## src/include/pscr_defines.vh

```
/*
 * register map, field positions, reset values and timing counts for the phy
 * condition status / special control register pair.
 * assumes: included by bare name from design files; 32-bit apb word per register.
 */
`ifndef PSCR_DEFINES_VH
`define PSCR_DEFINES_VH

// register indices as printed (management space), byte address = 4 * index
`define PSCR_IDX_STATUS       8'h10
`define PSCR_IDX_CONTROL      8'h11
`define PSCR_IDX_IRQ_STATUS   8'h12
`define PSCR_IDX_IRQ_SRC      8'h40
`define PSCR_IDX_IRQ_MASK     8'h41
`define PSCR_IDX_STRAP        8'h42

// status register fields
`define PSCR_ST_RXERR         13
`define PSCR_ST_CHAN_OK       10
`define PSCR_ST_DSCR_LOCK     9
`define PSCR_ST_PIN_HIST      7
`define PSCR_ST_JABBER        5
`define PSCR_ST_LOOPBACK      3
`define PSCR_ST_DUPLEX        2
`define PSCR_ST_LINK          0

// control register fields
`define PSCR_CT_CLK_DIS       15
`define PSCR_CT_PS_EN         14
`define PSCR_CT_PS_HI         13
`define PSCR_CT_PS_LO         12
`define PSCR_CT_SGMII_RST     11
`define PSCR_CT_ISO_ADDR0     10
`define PSCR_CT_FIFO_HI       9
`define PSCR_CT_FIFO_LO       8
`define PSCR_CT_SPARE7        7
`define PSCR_CT_POL           3
`define PSCR_CT_FORCE         2
`define PSCR_CT_IRQ_ON        1
`define PSCR_CT_PIN_OUT       0
`define PSCR_CT_WMASK         16'hFF8F
`define PSCR_CT_RESET         16'h010B

// power save codes
`define PSCR_PS_NORMAL        2'h0
`define PSCR_PS_IEEE_DOWN     2'h1

// interrupt status bits at index 0x12 (event sources of this block)
`define PSCR_IRQ_NUM          4
`define PSCR_IRQ_RXERR        0
`define PSCR_IRQ_LINK         1
`define PSCR_IRQ_CHAN_DROP    2
`define PSCR_IRQ_LOCK_LOSS    3

// sgmii reset pulse: least time in ns, cycles derived at 8 ns per cycle
`define PSCR_SGMII_RST_NS     64
`define PSCR_CLK_NS           8
`define PSCR_SGMII_RST_CYC    ((`PSCR_SGMII_RST_NS + `PSCR_CLK_NS - 1) / `PSCR_CLK_NS)

`endif

```

## src/hdl/pscr_regs.v

```verilog
/*
 * phy condition status and special control registers behind an apb slave,
 * with the interrupt pin logic, clock-out gate, power save and isolate outputs.
 * assumes: single pclk domain; phy status inputs and pins come from other
 * domains and are synchronised here; the management address strap is stable
 * after reset release.
 * the slave never inserts wait states; read data is combinational in the
 * access phase, so a master must take it at the pready edge.
 * status inputs reach the register view two cycles late, so a pulse shorter
 * than one pclk period can be missed entirely.
 */
// Design decision made here: the APB register port.
`timescale 1ns/1ns
`include "pscr_defines.vh"

module pscr_regs #(
	parameter ADDR_W = 12
) (
	input  wire              pclk,
	input  wire              presetn,
	input  wire              psel,
	input  wire              penable,
	input  wire              pwrite,
	input  wire [ADDR_W-1:0] paddr,
	input  wire [31:0]       pwdata,
	input  wire [3:0]        pstrb,
	output reg  [31:0]       prdata,
	output wire              pready,
	output wire              pslverr,
	input  wire              rx_error,
	input  wire              channel_ok,
	input  wire              descr_locked,
	input  wire              mii_loopback,
	input  wire              full_duplex,
	input  wire              jabber_seen,
	input  wire              link_up,
	input  wire [4:0]        phy_addr_strap,
	input  wire              irq_pin_in,
	output reg               irq_pin_out,
	output reg               irq_pin_oe,
	output reg               pin_power_down,
	output reg               ref_clock_out_en,
	output reg  [1:0]        power_save_mode,
	output reg               mac_isolate,
	output reg  [3:0]        rmii_fifo_nibbles,
	output reg               sgmii_reset,
	output wire              irq
);

	// two-stage synchronisers for asynchronous status inputs
	reg  [7:0] sync1;          // first stage, read only by sync2
	reg  [7:0] sync2;          // second stage, usable by logic
	wire [7:0] async_in;       // bundled raw inputs
	reg        chan_ok_q;      // previous channel ok for drop detection
	reg        lock_q;         // previous lock for loss detection
	reg        link_q;         // previous link for change detection

	// registers
	reg  [15:0] control;                       // special control word
	reg         rxerr_latch;                   // receive error since last read
	reg         chan_ok_latch;                 // latch-low channel ok
	reg         lock_latch;                    // latch-low descrambler lock
	reg         pin_hist;                      // pin has been asserted
	reg  [`PSCR_IRQ_NUM-1:0] irq_status;       // clear-on-read event bits
	reg  [`PSCR_IRQ_NUM-1:0] irq_src;          // apb sticky status (w1c)
	reg  [`PSCR_IRQ_NUM-1:0] irq_mask;         // apb interrupt mask
	reg  [4:0]  strap;                         // management address caught at release
	reg         strap_taken;                   // strap has been captured
	reg  [3:0]  rst_cnt;                       // sgmii reset pulse counter

	// constant views: writable control bits and the last count of the reset pulse
	localparam integer RST_LAST = `PSCR_SGMII_RST_CYC - 1;
	wire [15:0] ctrl_wmask = `PSCR_CT_WMASK;   // bits 6-4 read back as zero
	wire [31:0] rst_last_w = RST_LAST;         // sliced to the counter width below

	// bus decode
	// only the access phase acts; the setup phase never changes state, so a
	// master that stalls in setup cannot trigger a clear-on-read by accident
	wire        acc   = psel & penable;
	wire        wr    = acc & pwrite;
	wire        rd    = acc & ~pwrite;
	wire [7:0]  idx   = paddr[9:2];
	wire        align = (paddr[1:0] == 2'b00) & (paddr[ADDR_W-1:10] == {(ADDR_W-10){1'b0}});

	wire [15:0] status_word;
	wire [`PSCR_IRQ_NUM-1:0] events;
	wire        pin_active;

	// true when a given index is addressed on an aligned access
	function hit;
		input [7:0] a;
		input [7:0] want;
		input       ok;
		begin
			hit = ok & (a == want);
		end
	endfunction

	// decode of fifo depth code to nibble count
	function [3:0] fifo_depth;
		input [1:0] code;
		begin
			case (code)
				2'b00: fifo_depth = 4'h4;
				2'b01: fifo_depth = 4'h5;
				2'b10: fifo_depth = 4'h6;
				default: fifo_depth = 4'h8;
			endcase
		end
	endfunction

	wire mapped = hit(idx, `PSCR_IDX_STATUS, align) | hit(idx, `PSCR_IDX_CONTROL, align) |
	              hit(idx, `PSCR_IDX_IRQ_STATUS, align) | hit(idx, `PSCR_IDX_IRQ_SRC, align) |
	              hit(idx, `PSCR_IDX_IRQ_MASK, align) | hit(idx, `PSCR_IDX_STRAP, align);

	wire rd_status = rd & hit(idx, `PSCR_IDX_STATUS, align);
	wire rd_irqst  = rd & hit(idx, `PSCR_IDX_IRQ_STATUS, align);
	wire wr_ctrl   = wr & hit(idx, `PSCR_IDX_CONTROL, align);
	wire wr_src    = wr & hit(idx, `PSCR_IDX_IRQ_SRC, align);
	wire wr_mask   = wr & hit(idx, `PSCR_IDX_IRQ_MASK, align);

	// zero wait state slave; unmapped or misaligned access answers with an error
	assign pready  = 1'b1;
	assign pslverr = acc & ~mapped;

	// raw inputs bundled so one synchroniser handles them all
	assign async_in = {
		irq_pin_in,     // 7 shared pin when used as an input
		link_up,        // 6 link state
		jabber_seen,    // 5 jabber indication
		full_duplex,    // 4 duplex mode
		mii_loopback,   // 3 loopback path active
		descr_locked,   // 2 descrambler lock
		channel_ok,     // 1 channel ok
		rx_error        // 0 receive error level
	};

	// synchroniser stages
	always @(posedge pclk or negedge presetn) begin
		if (!presetn) begin
			// duplex resets full
			// the duplex stage starts at 1 so the status word reads 0004 out of reset
			sync1 <= 8'h10;
			sync2 <= 8'h10;
		end else begin
			sync1 <= async_in;
			sync2 <= sync1;
		end
	end

	// synchronised views
	wire s_rxerr = sync2[0];
	wire s_chan  = sync2[1];
	wire s_lock  = sync2[2];
	wire s_loop  = sync2[3];
	wire s_dup   = sync2[4];
	wire s_jab   = sync2[5];
	wire s_link  = sync2[6];
	wire s_pin   = sync2[7];

	// event sources: rx error, link change, channel drop, lock loss
	// the previous-value flops reset low like their synchroniser bits, so nothing
	// fires before the first real input sample
	assign events = {lock_q & ~s_lock, chan_ok_q & ~s_chan, link_q ^ s_link, s_rxerr};

	// previous values for edge detection
	always @(posedge pclk or negedge presetn) begin
		if (!presetn) begin
			chan_ok_q <= 1'b0;
			lock_q    <= 1'b0;
			link_q    <= 1'b0;
		end else begin
			chan_ok_q <= s_chan;
			lock_q    <= s_lock;
			link_q    <= s_link;
		end
	end

	// status latches; a new event in the read cycle wins over the clear
	// latch-low bits start at 0: software must read once to arm them
	always @(posedge pclk or negedge presetn) begin
		if (!presetn) begin
			rxerr_latch   <= 1'b0;
			chan_ok_latch <= 1'b0;
			lock_latch    <= 1'b0;
			pin_hist      <= 1'b0;
		end else begin
			if (s_rxerr)
				rxerr_latch <= 1'b1;
			else if (rd_status)
				rxerr_latch <= 1'b0;
			// latch low channel ok
			// a read re-arms the bit to the live level; a drop holds it at 0
			if (~s_chan)
				chan_ok_latch <= 1'b0;
			else if (rd_status)
				chan_ok_latch <= 1'b1;
			if (~s_lock)
				lock_latch <= 1'b0;
			else if (rd_status)
				lock_latch <= 1'b1;
			if (pin_active)
				pin_hist <= 1'b1;
			else if (rd_irqst)
				pin_hist <= 1'b0;
		end
	end

	// clear-on-read event bits and the apb sticky copy
	// both are set by the same events; the sticky copy serves the level irq
	// output, the clear-on-read copy serves the pin and its status readers
	always @(posedge pclk or negedge presetn) begin
		if (!presetn) begin
			irq_status <= {`PSCR_IRQ_NUM{1'b0}};
			irq_src    <= {`PSCR_IRQ_NUM{1'b0}};
			irq_mask   <= {`PSCR_IRQ_NUM{1'b0}};
		end else begin
			irq_status <= (rd_irqst ? {`PSCR_IRQ_NUM{1'b0}} : irq_status) | events;
			// set wins over write-one-to-clear
			irq_src    <= (wr_src & pstrb[0] ? irq_src & ~pwdata[`PSCR_IRQ_NUM-1:0] : irq_src) | events;
			if (wr_mask & pstrb[0])
				irq_mask <= pwdata[`PSCR_IRQ_NUM-1:0];
		end
	end

	assign irq = |(irq_src & irq_mask);

	// control register with byte strobes and self-clearing sgmii reset
	// the pulse counter comes first so that a write landing in the clear
	// cycle still wins and starts a fresh pulse
	always @(posedge pclk or negedge presetn) begin
		if (!presetn) begin
			control <= `PSCR_CT_RESET;
			rst_cnt <= 4'h0;
		end else begin
			if (control[`PSCR_CT_SGMII_RST]) begin
				if (rst_cnt == rst_last_w[3:0]) begin
					// pulse long enough: drop the bit
					control[`PSCR_CT_SGMII_RST] <= 1'b0;
					rst_cnt <= 4'h0;
				end else begin
					rst_cnt <= rst_cnt + 4'h1;
				end
			end else begin
				// idle: counter parked so every pulse is full length
				rst_cnt <= 4'h0;
			end
			// software write, later in the block so it overrides the self clear
			if (wr_ctrl) begin
				// low byte: bits 6-4 are read-only zero
				if (pstrb[0])
					control[7:0] <= pwdata[7:0] & ctrl_wmask[7:0];
				// high byte fully writable
				if (pstrb[1])
					control[15:8] <= pwdata[15:8];
			end
		end
	end

	// management address strap caught once after reset release
	// caught once so a strap pin reused as a signal later cannot flip isolation
	always @(posedge pclk or negedge presetn) begin
		if (!presetn) begin
			strap       <= 5'h00;
			strap_taken <= 1'b0;
		end else if (!strap_taken) begin
			strap       <= phy_addr_strap;
			strap_taken <= 1'b1;
		end
	end

	// combinational so the history flag and the pin see the same cycle
	// global enable gates events
	assign pin_active = control[`PSCR_CT_FORCE] |
	                    (control[`PSCR_CT_IRQ_ON] & (|irq_status));

	// registered block outputs
	// every pin-facing output is a flop so no decode glitch reaches the pads;
	// the cost is one cycle of latency after a control write
	always @(posedge pclk or negedge presetn) begin
		if (!presetn) begin
			irq_pin_out       <= 1'b1;
			irq_pin_oe        <= 1'b0;
			pin_power_down    <= 1'b0;
			ref_clock_out_en  <= 1'b1;
			power_save_mode   <= `PSCR_PS_NORMAL;
			mac_isolate       <= 1'b0;
			rmii_fifo_nibbles <= 4'h5;
			sgmii_reset       <= 1'b0;
		end else begin
			// polarity: 1 idles high, asserts low
			irq_pin_out <= pin_active ^ control[`PSCR_CT_POL];
			irq_pin_oe     <= control[`PSCR_CT_PIN_OUT];
			// a power-down request only means something while the pin is an input
			pin_power_down <= ~control[`PSCR_CT_PIN_OUT] & s_pin;
			ref_clock_out_en <= ~control[`PSCR_CT_CLK_DIS];
			// power save takes effect only when enabled
			// reserved codes fall back to normal
			if (control[`PSCR_CT_PS_EN] &&
			    control[`PSCR_CT_PS_HI:`PSCR_CT_PS_LO] == `PSCR_PS_IEEE_DOWN)
				power_save_mode <= `PSCR_PS_IEEE_DOWN;
			else
				power_save_mode <= `PSCR_PS_NORMAL;
			mac_isolate <= control[`PSCR_CT_ISO_ADDR0] & strap_taken & (strap == 5'h00);
			rmii_fifo_nibbles <= fifo_depth(control[`PSCR_CT_FIFO_HI:`PSCR_CT_FIFO_LO]);
			// sgmii reset follows the self-clearing bit one cycle late
			sgmii_reset <= control[`PSCR_CT_SGMII_RST];
		end
	end

	// status word assembly
	// loopback mirror
	assign status_word = {
		2'b00,          // 15:14 reserved
		rxerr_latch,    // 13 receive error since last read
		2'b00,          // 12:11 reserved
		chan_ok_latch,  // 10 latch-low channel ok
		lock_latch,     // 9 latch-low descrambler lock
		1'b0,           // 8 reserved
		pin_hist,       // 7 pin has been asserted
		1'b0,           // 6 reserved
		s_jab,          // 5 jabber copy
		1'b0,           // 4 reserved
		s_loop,         // 3 loopback path active
		s_dup,          // 2 full duplex
		1'b0,           // 1 reserved
		s_link          // 0 link up
	};

	// read data mux; unmapped reads give zero
	// zero outside the access phase too, so the bus idles at a known value
	always @* begin
		prdata = 32'h0000_0000;
		if (rd) begin
			if (hit(idx, `PSCR_IDX_STATUS, align))
				prdata = {16'h0000, status_word};
			else if (hit(idx, `PSCR_IDX_CONTROL, align))
				prdata = {16'h0000, control};
			else if (hit(idx, `PSCR_IDX_IRQ_STATUS, align))
				prdata = {28'h000_0000, irq_status};
			else if (hit(idx, `PSCR_IDX_IRQ_SRC, align))
				prdata = {28'h000_0000, irq_src};
			else if (hit(idx, `PSCR_IDX_IRQ_MASK, align))
				prdata = {28'h000_0000, irq_mask};
			else if (hit(idx, `PSCR_IDX_STRAP, align))
				prdata = {27'h000_0000, strap};
		end
	end

endmodule

```

## config.mk

```make
export PLATFORM = sky130hd
export DESIGN_NAME = pscr_regs
export DESIGN_NICKNAME = d
export VERILOG_FILES = /design/src/hdl/pscr_regs.v
export VERILOG_INCLUDE_DIRS = /design/src /design/src/include
export SDC_FILE = /design/constraint.sdc
export NUM_CORES = 1
export LEC_CHECK = 0
export BUFFER_PORTS_ARGS = -buffer_cell sky130_fd_sc_hd__buf_2
export CAP_MARGIN = 20
export CELL_PAD_IN_SITES_DETAIL_PLACEMENT = 1
export CELL_PAD_IN_SITES_GLOBAL_PLACEMENT = 2
export CORE_MARGIN = 1.5
export CORE_UTILIZATION = 30
export DETAILED_ROUTE_END_ITERATION = 12
export GPL_ROUTABILITY_DRIVEN = 0
export GPL_TIMING_DRIVEN = 0
export PLACE_DENSITY_LB_ADDON = 0.05
export SLEW_MARGIN = 20
export SYNTH_ARGS = -nofsm -noshare
export SYNTH_HDL_FRONTEND = slang
export SYNTH_SLANG_ARGS = --single-unit
```

## constraint.sdc

```tcl
create_clock -name pclk -period 1.5 [get_ports pclk]
set_clock_uncertainty 0.05 [all_clocks]
set_input_delay 0.15 -clock pclk [delete_from_list [all_inputs] [get_ports pclk]]
set_output_delay 0.15 -clock pclk [all_outputs]
set_load 0.01 [all_outputs]
```

==> flow_summary.toml, run 1 <==
[floorplanning]
core.rowCount = 36
dieArea_mm2 = 0.0107
die_h_um = 104
top_level_ports = 113
initial_core_util_pct = 31.0
core_mm2 = 0.00977
die_x_um = 104

[grt]
gr-total-overflow = 0
grt_max_degree = 39
grt_pass1_wl_um = 13100
grt_pass1_vias = 2577
antenna_found_initial = 0
track_usage_pct = 15.7

[logic_synthesis]
syn_area_per_cell_um2 = 11.8
netlist-cell-type-count = 44
ys_seq_area_share_pct = 57.3
yosys.area.top_type_share_pct = 48.7
synth_edf_count = 0
synth.cells.most_frequent = "dfrtp_1 (59), buf_4 (20), mux2_2 (20)"
netlist_area_mm2 = 0.00303
synthFlopType = "dfrtp_1"
netlist_instances = 256
yosysWarnings = 0
synth_most_common_cell = "dfrtp_1"
async_flop_share_pct = 100
synth.top_cells.by_area = "dfrtp_1 (49%), dfstp_2 (8.7%), mux2_2 (7.4%)"
ys_ff_latch = 69
yosys.area.top_type = "dfrtp_1"

[power]
leakage_nw = 2.19
powerDensity_mw_per_mm2 = 873
vdd_drop_max_mv = 0.450
p_total_mw = 3.86

[critical_path]
slowest_stage = "dfrtp_1"
start_kind = "flop"
worstRegToRegCells = 3
slowest_delay_ns = 0.41
cp_max_fo = 3
rrSetupSlack_ns = 0.06
worstSetupPathType = "reg -> out"
crit_chain = "inv_2 > a221oi_2 > o21ai_1 > a221oi_2 > buf_2"
crit_arrival_ns = 1.61
cp-startpoint = "strap[0]"
endpoint_kind = "output port"
cp.required_ns = 1.30
regToRegStartpoint = "irq_status[1]"
cp_common_cell = "a221oi_2"
reg2reg_to = "irq_pin_out"

[worst_hold_path]
hold_start = "phy_addr_strap[2]"
worstHoldEndpoint = "strap[2]"
hold_depth = 2
hp-class = "in -> reg"

[place]
dp_hpwl_um = 5620
place_area_mm2 = 0.00364
dp_slack_ns = -0.807
io_buffers = 71

[timing]
hold_violations = 0
max_freq_mhz = 552
min_period_over_period_pct = 121
rsz0062_at_grt = "yes"
fin_ws_ns = -0.311
max-slew-margin-rel_pct = 66.2
finalMaxSlewViolations = 0
fin_crit_ns = 1.81
setup_viol = 27
worstMarginPinSlew_ns = 0.507

[detailed_routing]
vias = 2351
antenna_left = 0
viasPerCell = 4.40
drc = 0
drtPass1Iterations = 4
drt_iter0_markers = 50
finalWirelength_um = 7900
routedWlPerCell_um = 14.8

[outcome]
violations = "negative setup slack"
status = "complete, but fails checks"

[finish]
area_growth_pct = 45.7
nets = 463
stdcell_area_mm2 = 0.00442
final_core_util_pct = 45.2
drive_gt1_share_pct = 47.1
insertedDiodeCount = 0

[clocking]
clockRootBuffer = "clkbuf_8"
cts_buffers = 9
cts_tree = "done"
path_clk_slew_ns = 0.08
htreeDepth = 3
worst_skew_pair.late_latency_ns = 0.34
cts.path.max_buffers = 2
clkSinkCount = 69

[job]
max-cap-violations = 0
power by group:
part / switching [mW] / total, mW / leakage (nW) / internal [mW]
Combinational: 0.184 / 0.378 / 1.27 / 0.195
Sequential: 0.0257 / 1.93 / 0.820 / 1.91
Clock: 0.724 / 1.55 / 0.0991 / 0.824
cell usage in the layout, fill, tap and decap left out, types with 3 or more instances in the layout:
cell / netlist / layout
nor3_2: 0 / 3
clkbuf_8: 0 / 10
buf_4: 20 / 34
buf_2: 1 / 62
and3b_1: 5 / 5
mux2_2: 20 / 20
a221oi_2: 0 / 5
o21ai_1: 0 / 3
and2_1: 10 / 3
a22o_1: 3 / 3
o21ai_0: 9 / 6
nand4_1: 3 / 3
clkbuf_2: 1 / 3
inv_1: 11 / 9
mux2i_1: 5 / 5
buf_6: 0 / 9
nand2b_1: 4 / 4
and2_4: 0 / 7
conb_1: 2 / 20
dlygate4sd3_1: 0 / 26
and3_1: 4 / 3
dfrtp_1: 59 / 59
nand2_1: 19 / 18
nor2b_1: 11 / 10
dfstp_2: 10 / 10
a31oi_1: 4 / 4
nor2_1: 10 / 9
how the worst max path moves through the flow:
stage	endpoint	slack [ns]	cells past startpoint
final	prdata[0]	-0.31	5
after global routing	prdata[3]	-0.43	5
after CTS	prdata[0]	-0.35	5
after detailed placement	prdata[7]	-0.81	6
after global placement	prdata[7]	-0.73	6
after floorplan	prdata[1]	0.04	4
area by class of cell:
cell class              count  area, um2
fillers                  1094       5360
flip-flops and latches     69       1740
well taps                 133        166
plain buffers              25        174
repair buffers            113        820
clock inverters             6       71.3
clock buffers              10        138
inverters                  11       41.3
multi-input cells         167       1270
sequential cells by signal, summed over array words and instances (netlist names):
register	count
control	13
sync1	8
sync2	8
strap	5
irq_mask	4
irq_src	4
irq_status	4
rmii_fifo_nibbles	4
rst_cnt	4
chan_ok_latch	1
chan_ok_q	1
irq_pin_oe	1
irq_pin_out	1
link_q	1
lock_latch	1
lock_q	1
mac_isolate	1
pin_hist	1
pin_power_down	1
power_save_mode	1
ref_clock_out_en	1
rxerr_latch	1
sgmii_reset	1
strap_taken	1
metal layers:
layer / vias up / global-route usage, % / routed length [um]
met5: - / 0 / 0
met4: 0 / 5.06 / 119
li1: 1128 / - / -
met2: 70 / 25.8 / 3810
met3: 10 / 4.41 / 445
met1: 1143 / 20.0 / 3530
worst max-delay path, delay by kind of cell, from the launching register on:
| family | cells | cell delay (ns) |
|---|---|---|
| AOI/OAI and AO/OA | 3 | 0.63 |
| buffers and inverters | 2 | 0.23 |
| DFF | 1 | 0.41 |
through the flow:
stage / hold slack, ns / setup TNS [ns] / std cells
6_report: 0.0299 / -2.70 / 534
2_1_floorplan: -0.196 / 0 / 274
4_1_cts: 0.0136 / -3.39 / 532
5_1_grt: 0.0187 / -4.81 / 534
3_5_place_dp: 0.0779 / -14.80 / 479
3_3_place_gp: 0.207 / -23.59 / 478
cells by family after synthesis:
family / count (synthesis) / share of synthesized area [%]
buf+inv: 38 / 7.26
other cells: 2 / 0.248
fa+ha+maj: 1 / 0.412
compound gates: 31 / 6.89
xor+xnor: 3 / 0.866
simple gates: 86 / 17.4
flops: 69 / 57.3
mux: 26 / 9.57
repair_timing:
item / CTS / global route
hold buffers: 26 / 0
hold endpoints to repair: 52 / 0
resized for setup: 41 / 12
pin swaps: 23 / 21
endpoints found under the setup margin: 20 / 33
gates cloned: 0 / 0
setup buffers: 11 / 5
Note: power is estimated with default switching activity, not from simulation.
==> inputs of run 2 (changes only) <==
--- a/config.mk
+++ b/config.mk
@@ -11,7 +11,8 @@
 export CELL_PAD_IN_SITES_DETAIL_PLACEMENT = 1
 export CELL_PAD_IN_SITES_GLOBAL_PLACEMENT = 2
 export CORE_MARGIN = 1.5
-export CORE_UTILIZATION = 30
+export CORE_UTILIZATION = 31
+export CTS_BUF_LIST = sky130_fd_sc_hd__clkbuf_8
 export DETAILED_ROUTE_END_ITERATION = 12
 export GPL_ROUTABILITY_DRIVEN = 0
 export GPL_TIMING_DRIVEN = 0
==> run 2 against run 1 <==
  * The flow still finishes with violations (negative setup slack)
  * Combinational power increased by 3%
  * Count of clock-buffer cells in the layout increased by 2
  * Non-clock buffer count increased by 2
  * Maximum frequency is 0.11% higher
  * Die area is 3.1% lower
  * First-iteration DRC count grew 24%
  * Design area is 0.74% higher
  * Routed wire length is 1.4% higher
  * Clock power is 16% higher
  * Critical path type unchanged
==> flow_summary.toml, run 2 (synthesis results as in run 1) <==
[critical_path]
slowest_delay_ns = 0.37
worstSetupPathType = "reg -> out"
regToRegStartpoint = "irq_status[2]"
endpoint_kind = "output port"
slowest_stage = "dfrtp_1"
crit_arrival_ns = 1.61
cp_max_fo = 2
cp_common_cell = "a221oi_2"
crit_chain = "inv_1 > a221oi_2 > o21ai_1 > a221oi_2 > buf_2"
start_kind = "flop"
cp-startpoint = "strap[3]"
cp.required_ns = 1.30
worstRegToRegCells = 3

[floorplanning]
die_x_um = 102
die_h_um = 102
core.rowCount = 35
dieArea_mm2 = 0.0104
core_mm2 = 0.00937
initial_core_util_pct = 32.4
top_level_ports = 113

[finish]
num-fill-cells = 1058
nets = 465
drive_gt1_share_pct = 47.1
reg_top3 = "control x13, sync1 x8, sync2 x8"
stdcell_count = 532
multiInputGateArea_mm2 = 0.00125
mostFrequentLayoutCells = "buf_2 (63), dfrtp_1 (59), buf_4 (34), dlygate4sd3_1 (26)"
area_growth_pct = 46.7
largest_reg_flops = 13
insertedDiodeCount = 0
top_register = "control"
seq_area_mm2 = 0.00174
mostFrequentLayoutCell = "buf_2"

[detailed_routing]
viasPerCell = 4.48
drc = 0
antenna_left = 0
routedWlPerCell_um = 15.1
finalWirelength_um = 8010
drtPass1Iterations = 4
vias = 2381
drt_iter0_markers = 62

[place]
dp_slack_ns = -0.693
place_inst = 475
io_buffers = 71
dp_hpwl_um = 5430

[clocking]
cts.path.max_buffers = 2
clkSinkCount = 69
path_clk_slew_ns = 0.07
worst_skew_pair.late_latency_ns = 0.34
clockRootBuffer = "clkbuf_8"
cts_buffers = 9
htreeDepth = 3
cts_tree = "done"

[power]
leakage_nw = 2.24
powerDensity_mw_per_mm2 = 927
vdd_drop_max_mv = 0.445

[grt]
grt_pass1_wl_um = 12600
gr-total-overflow = 0
grt_pass1_vias = 2457
track_usage_pct = 16.4
antenna_found_initial = 0
grt_max_degree = 55

[timing]
finalMaxSlewViolations = 0
fin_crit_ns = 1.81
hold_ws_ns = 0.0288
hold_violations = 0
rsz0062_at_grt = "yes"
max-slew-margin-rel_pct = 64.4
fin_ws_ns = -0.309
min_period_over_period_pct = 121
max_freq_mhz = 553
setup_viol = 14
worstMarginPinSlew_ns = 0.534

[worst_hold_path]
hold_start = "phy_addr_strap[2]"
hp-class = "in -> reg"
hold_depth = 2

[outcome]
status = "complete, but fails checks"
violations = "negative setup slack"

[job]
max-cap-violations = 0
## run 2: cell types whose count changed in the layout (fill, tap and decap cells not counted), sizes merged
| cell | change |
|---|---|
| clkbuf | +2 |
| clkinvlp | -1 |
| bufinv | +1 |
| buf | +2 |
| clkinv | -2 |
## run 2: critical path, delay by kind of cell (launching register included)
family          cells  cell delay (ns)
compound gates      3             0.66
flops               1             0.37
buf+inv             2             0.25
## run 2: final cells by class
| class | count | area share (%) |
|---|---|---|
| well taps | 129 | 3.63 |
| plain buffers | 26 | 4.25 |
| clock buffers | 12 | 3.71 |
| repair buffers | 114 | 18.5 |
| multi-input cells | 167 | 28.2 |
| flip-flops and latches | 69 | 39.1 |
| clock inverters | 4 | 1.71 |
| inverters | 11 | 0.928 |
## run 2: through the flow
step	util (%)	power (mW)	cell area, um2	setup TNS (ns)
floorplan	-	2.11	3100	0
global placement	38.6	2.25	3620	-21.38
detailed placement	38.9	2.26	3650	-12.19
CTS	46.5	4.18	4360	-2.75
global route	47.5	4.31	4450	-3.13
finish	47.5	4.13	4450	-2.03
## run 2: per-layer routing
layer | up-vias | wire (um) | global-route usage (%)
met3 | 7 | 392 | 3.97
met2 | 70 | 3890 | 26.8
met4 | 0 | 97 | 4.74
met5 | - | 0 | 0
li1 | 1133 | - | -
met1 | 1171 | 3640 | 21.7
## run 2: repair_timing
| action | 4_1_cts | 5_1_grt |
|---|---|---|
| resized for setup | 30 | 21 |
| hold endpoints to repair | 86 | 0 |
| pin swaps | 14 | 17 |
| setup buffers | 12 | 6 |
| setup endpoints to repair | 20 | 21 |
| hold buffers | 26 | 0 |
## run 2: worst paths after layout
check	end	slack, ns
hold reg to reg	sync2[6]	0.30
min in group asynchronous	sync1[7]	0.17
max in group asynchronous	control[8]	0.64
setup / recovery	prdata[3]	-0.31
hold / removal	strap[2]	0.03
setup reg to reg	irq_pin_out	0.08
## run 2: report_power, final
group	total [mW]	leakage [nW]	internal [mW]	switching, mW
registers	1.93	0.820	1.91	0.0253
logic	0.391	1.30	0.203	0.188
clock network	1.80	0.119	1.08	0.726
==> inputs of run 3 (changes only) <==
--- a/config.mk
+++ b/config.mk
@@ -16,7 +16,7 @@
 export DETAILED_ROUTE_END_ITERATION = 12
 export GPL_ROUTABILITY_DRIVEN = 0
 export GPL_TIMING_DRIVEN = 0
-export PLACE_DENSITY_LB_ADDON = 0.05
+export PLACE_DENSITY_LB_ADDON = 0.2
 export SLEW_MARGIN = 20
 export SYNTH_ARGS = -nofsm -noshare
 export SYNTH_HDL_FRONTEND = slang
==> run 3 against run 2 <==
  * The run still ends with negative setup slack left
  * Routed wire length increased by 0.17%
  * Sequential power about the same
  * Count of clock-buffer cells in the layout fell by 3
  * Clock power is 26% lower
  * Sequential share of layout area grew 0.15 points
  * Maximum frequency up 0.63%
  * Power down 11%
  * Hold slack gained 0.15 ns
==> flow_summary.toml, run 3 (synthesis results as in run 1) <==
[detailed_routing]
drt_iter0_markers = 43
viasPerCell = 4.48
antenna_left = 0
finalWirelength_um = 8030
routedWlPerCell_um = 15.0
drtPass1Iterations = 5
drc = 0
vias = 2395

[timing]
min_period_over_period_pct = 120
setup_viol = 16
rsz0062_at_grt = "yes"
fin_ws_ns = -0.297
fin_crit_ns = 1.80
worstMarginPinSlew_ns = 0.543
finalMaxSlewViolations = 0
hold_violations = 0
max_freq_mhz = 556
max-slew-margin-rel_pct = 63.8
tns_ns = -2.68

[place]
dp_slack_ns = -0.605
dp_hpwl_um = 5370
io_buffers = 71

[power]
p_sw_share_pct = 26.0
p_sw_mw = 0.951
power_frac_comb_pct = 10.7
clkPwrFrac_pct = 36.6
seqPwrFrac_pct = 52.6
vdd_drop_max_mv = 0.480
p_total_mw = 3.66
leakage_nw = 2.23
p_int_mw = 2.71
powerDensity_mw_per_mm2 = 827

[clocking]
clockRootBuffer = "clkbuf_8"
worst_skew_pair.late_latency_ns = 0.34
cts_tree = "done"
htreeDepth = 3
path_clk_slew_ns = 0.08
cts.path.max_buffers = 2
cts_buffers = 9
clkSinkCount = 69

[critical_path]
cp.required_ns = 1.30
cp_max_fo = 2
path_buf_inv = 2
worstSetupPathType = "reg -> out"
regToRegStartpoint = "irq_status[1]"
endpoint_kind = "output port"
crit_chain = "inv_2 > a221oi_2 > o21ai_1 > a221oi_2 > buf_2"
rrSetupSlack_ns = 0.05
reg2reg_to = "irq_pin_out"
slowest_delay_ns = 0.37
crit_arrival_ns = 1.60
worstRegToRegCells = 3
start_kind = "flop"
cp_common_cell = "a221oi_2"
worst_path_dominant_cell_family = "compound AO/OA/AOI/OAI gates"
slowest_stage = "dfrtp_1"

[finish]
largest_reg_flops = 13
mostFrequentLayoutCell = "buf_2"
num-fill-cells = 1051
nets = 468
top_register = "control"
insertedDiodeCount = 0
reg_top3 = "control x13, sync1 x8, sync2 x8"
drive_gt1_share_pct = 47.0
seq_area_mm2 = 0.00174
multiInputGateArea_mm2 = 0.00128
mostFrequentLayoutCells = "buf_2 (62), dfrtp_1 (59), buf_4 (36), dlygate4sd3_1 (27), conb_1 (20)"
area_growth_pct = 46.2

[floorplanning]
initial_core_util_pct = 32.4
die_h_um = 102
die_x_um = 102
core.rowCount = 35
dieArea_mm2 = 0.0104
core_mm2 = 0.00937
top_level_ports = 113

[worst_hold_path]
worstHoldEndpoint = "control[11]"
hold_depth = 3
hold_start = "pstrb[1]"
hp-class = "in -> reg"

[job]
max-cap-violations = 0

[grt]
antenna_found_initial = 0
gr-total-overflow = 0
grt_pass1_vias = 2474
grt_pass1_wl_um = 12800
grt_max_degree = 45
track_usage_pct = 16.4

[outcome]
violations = "negative setup slack"
status = "complete, but fails checks"
==> run 3: changes by cell type in the layout (fill, tap and decap cells not counted), moves of 2 or more <==
cell and delta:
buf_4 +2, clkbuf_8 -3, buf_6 +2, bufinv_16 -2
clkinvlp_4 +2, clkinv_2 +2
==> run 3: timing repair <==
action	CTS	global route
setup buffers	14	5
endpoints found under the setup margin	18	30
pin swaps	20	15
hold buffers	27	0
resized for setup	46	9
endpoints found under the hold margin	51	0
==> run 3: per-stage QoR <==
stage | cells | util, % | hold WS, ns | cell area, um2
4_1_cts | 532 | 46.9 | 0.163 | 4390
2_1_floorplan | 274 | - | -0.196 | 3100
5_1_grt | 535 | 47.3 | 0.184 | 4430
6_report | 535 | 47.3 | 0.180 | 4430
3_3_place_gp | 474 | 38.6 | 0.207 | 3620
3_5_place_dp | 475 | 38.9 | 0.0459 | 3650
==> run 3: cell type report <==
class	count	area share, %
Multi-Input combinational cell	167	28.8
Clock inverter	7	1.13
Inverter	11	0.931
Tap cell	129	3.64
Sequential cell	69	39.2
Timing Repair Buffer	118	19.5
Buffer	25	3.95
Clock buffer	9	2.79
==> run 3: worst max-delay path by stage <==
stage             start         to  slack, ns  cells after the start
2_1_floorplan  paddr[5]  prdata[1]       0.04                      4
3_3_place_gp   paddr[1]  prdata[7]      -0.61                      6
3_5_place_dp   paddr[1]  prdata[7]      -0.60                      6
4_1_cts        strap[0]  prdata[0]      -0.34                      5
5_1_grt        strap[2]  prdata[2]      -0.39                      5
6_report       strap[3]  prdata[3]      -0.30                      5
==> run 3: layer usage <==
metal	GRT usage, %	vias to the layer above	wire [um]
li1	-	1139	-
met5	0	-	0
met3	3.69	14	420
met2	27.3	77	3920
met1	21.2	1165	3510
met4	5.90	0	169
==> run 3: power by group through the flow <==
stage | registers [mW] | clock network [mW] | logic, mW
after floorplan | 1.96 | 0 | 0.147
after global placement | 1.96 | 0 | 0.279
after detailed placement | 1.97 | 0 | 0.292
after CTS | 1.93 | 1.40 | 0.388
after global routing | 1.94 | 1.48 | 0.433
final | 1.93 | 1.34 | 0.392
==> run 3: worst reg2reg max path: stages (launching register included) <==
cell	delay (ns)
dfrtp_1	0.42
or4_1	0.58
a21oi_4	0.19
xnor2_2	0.14
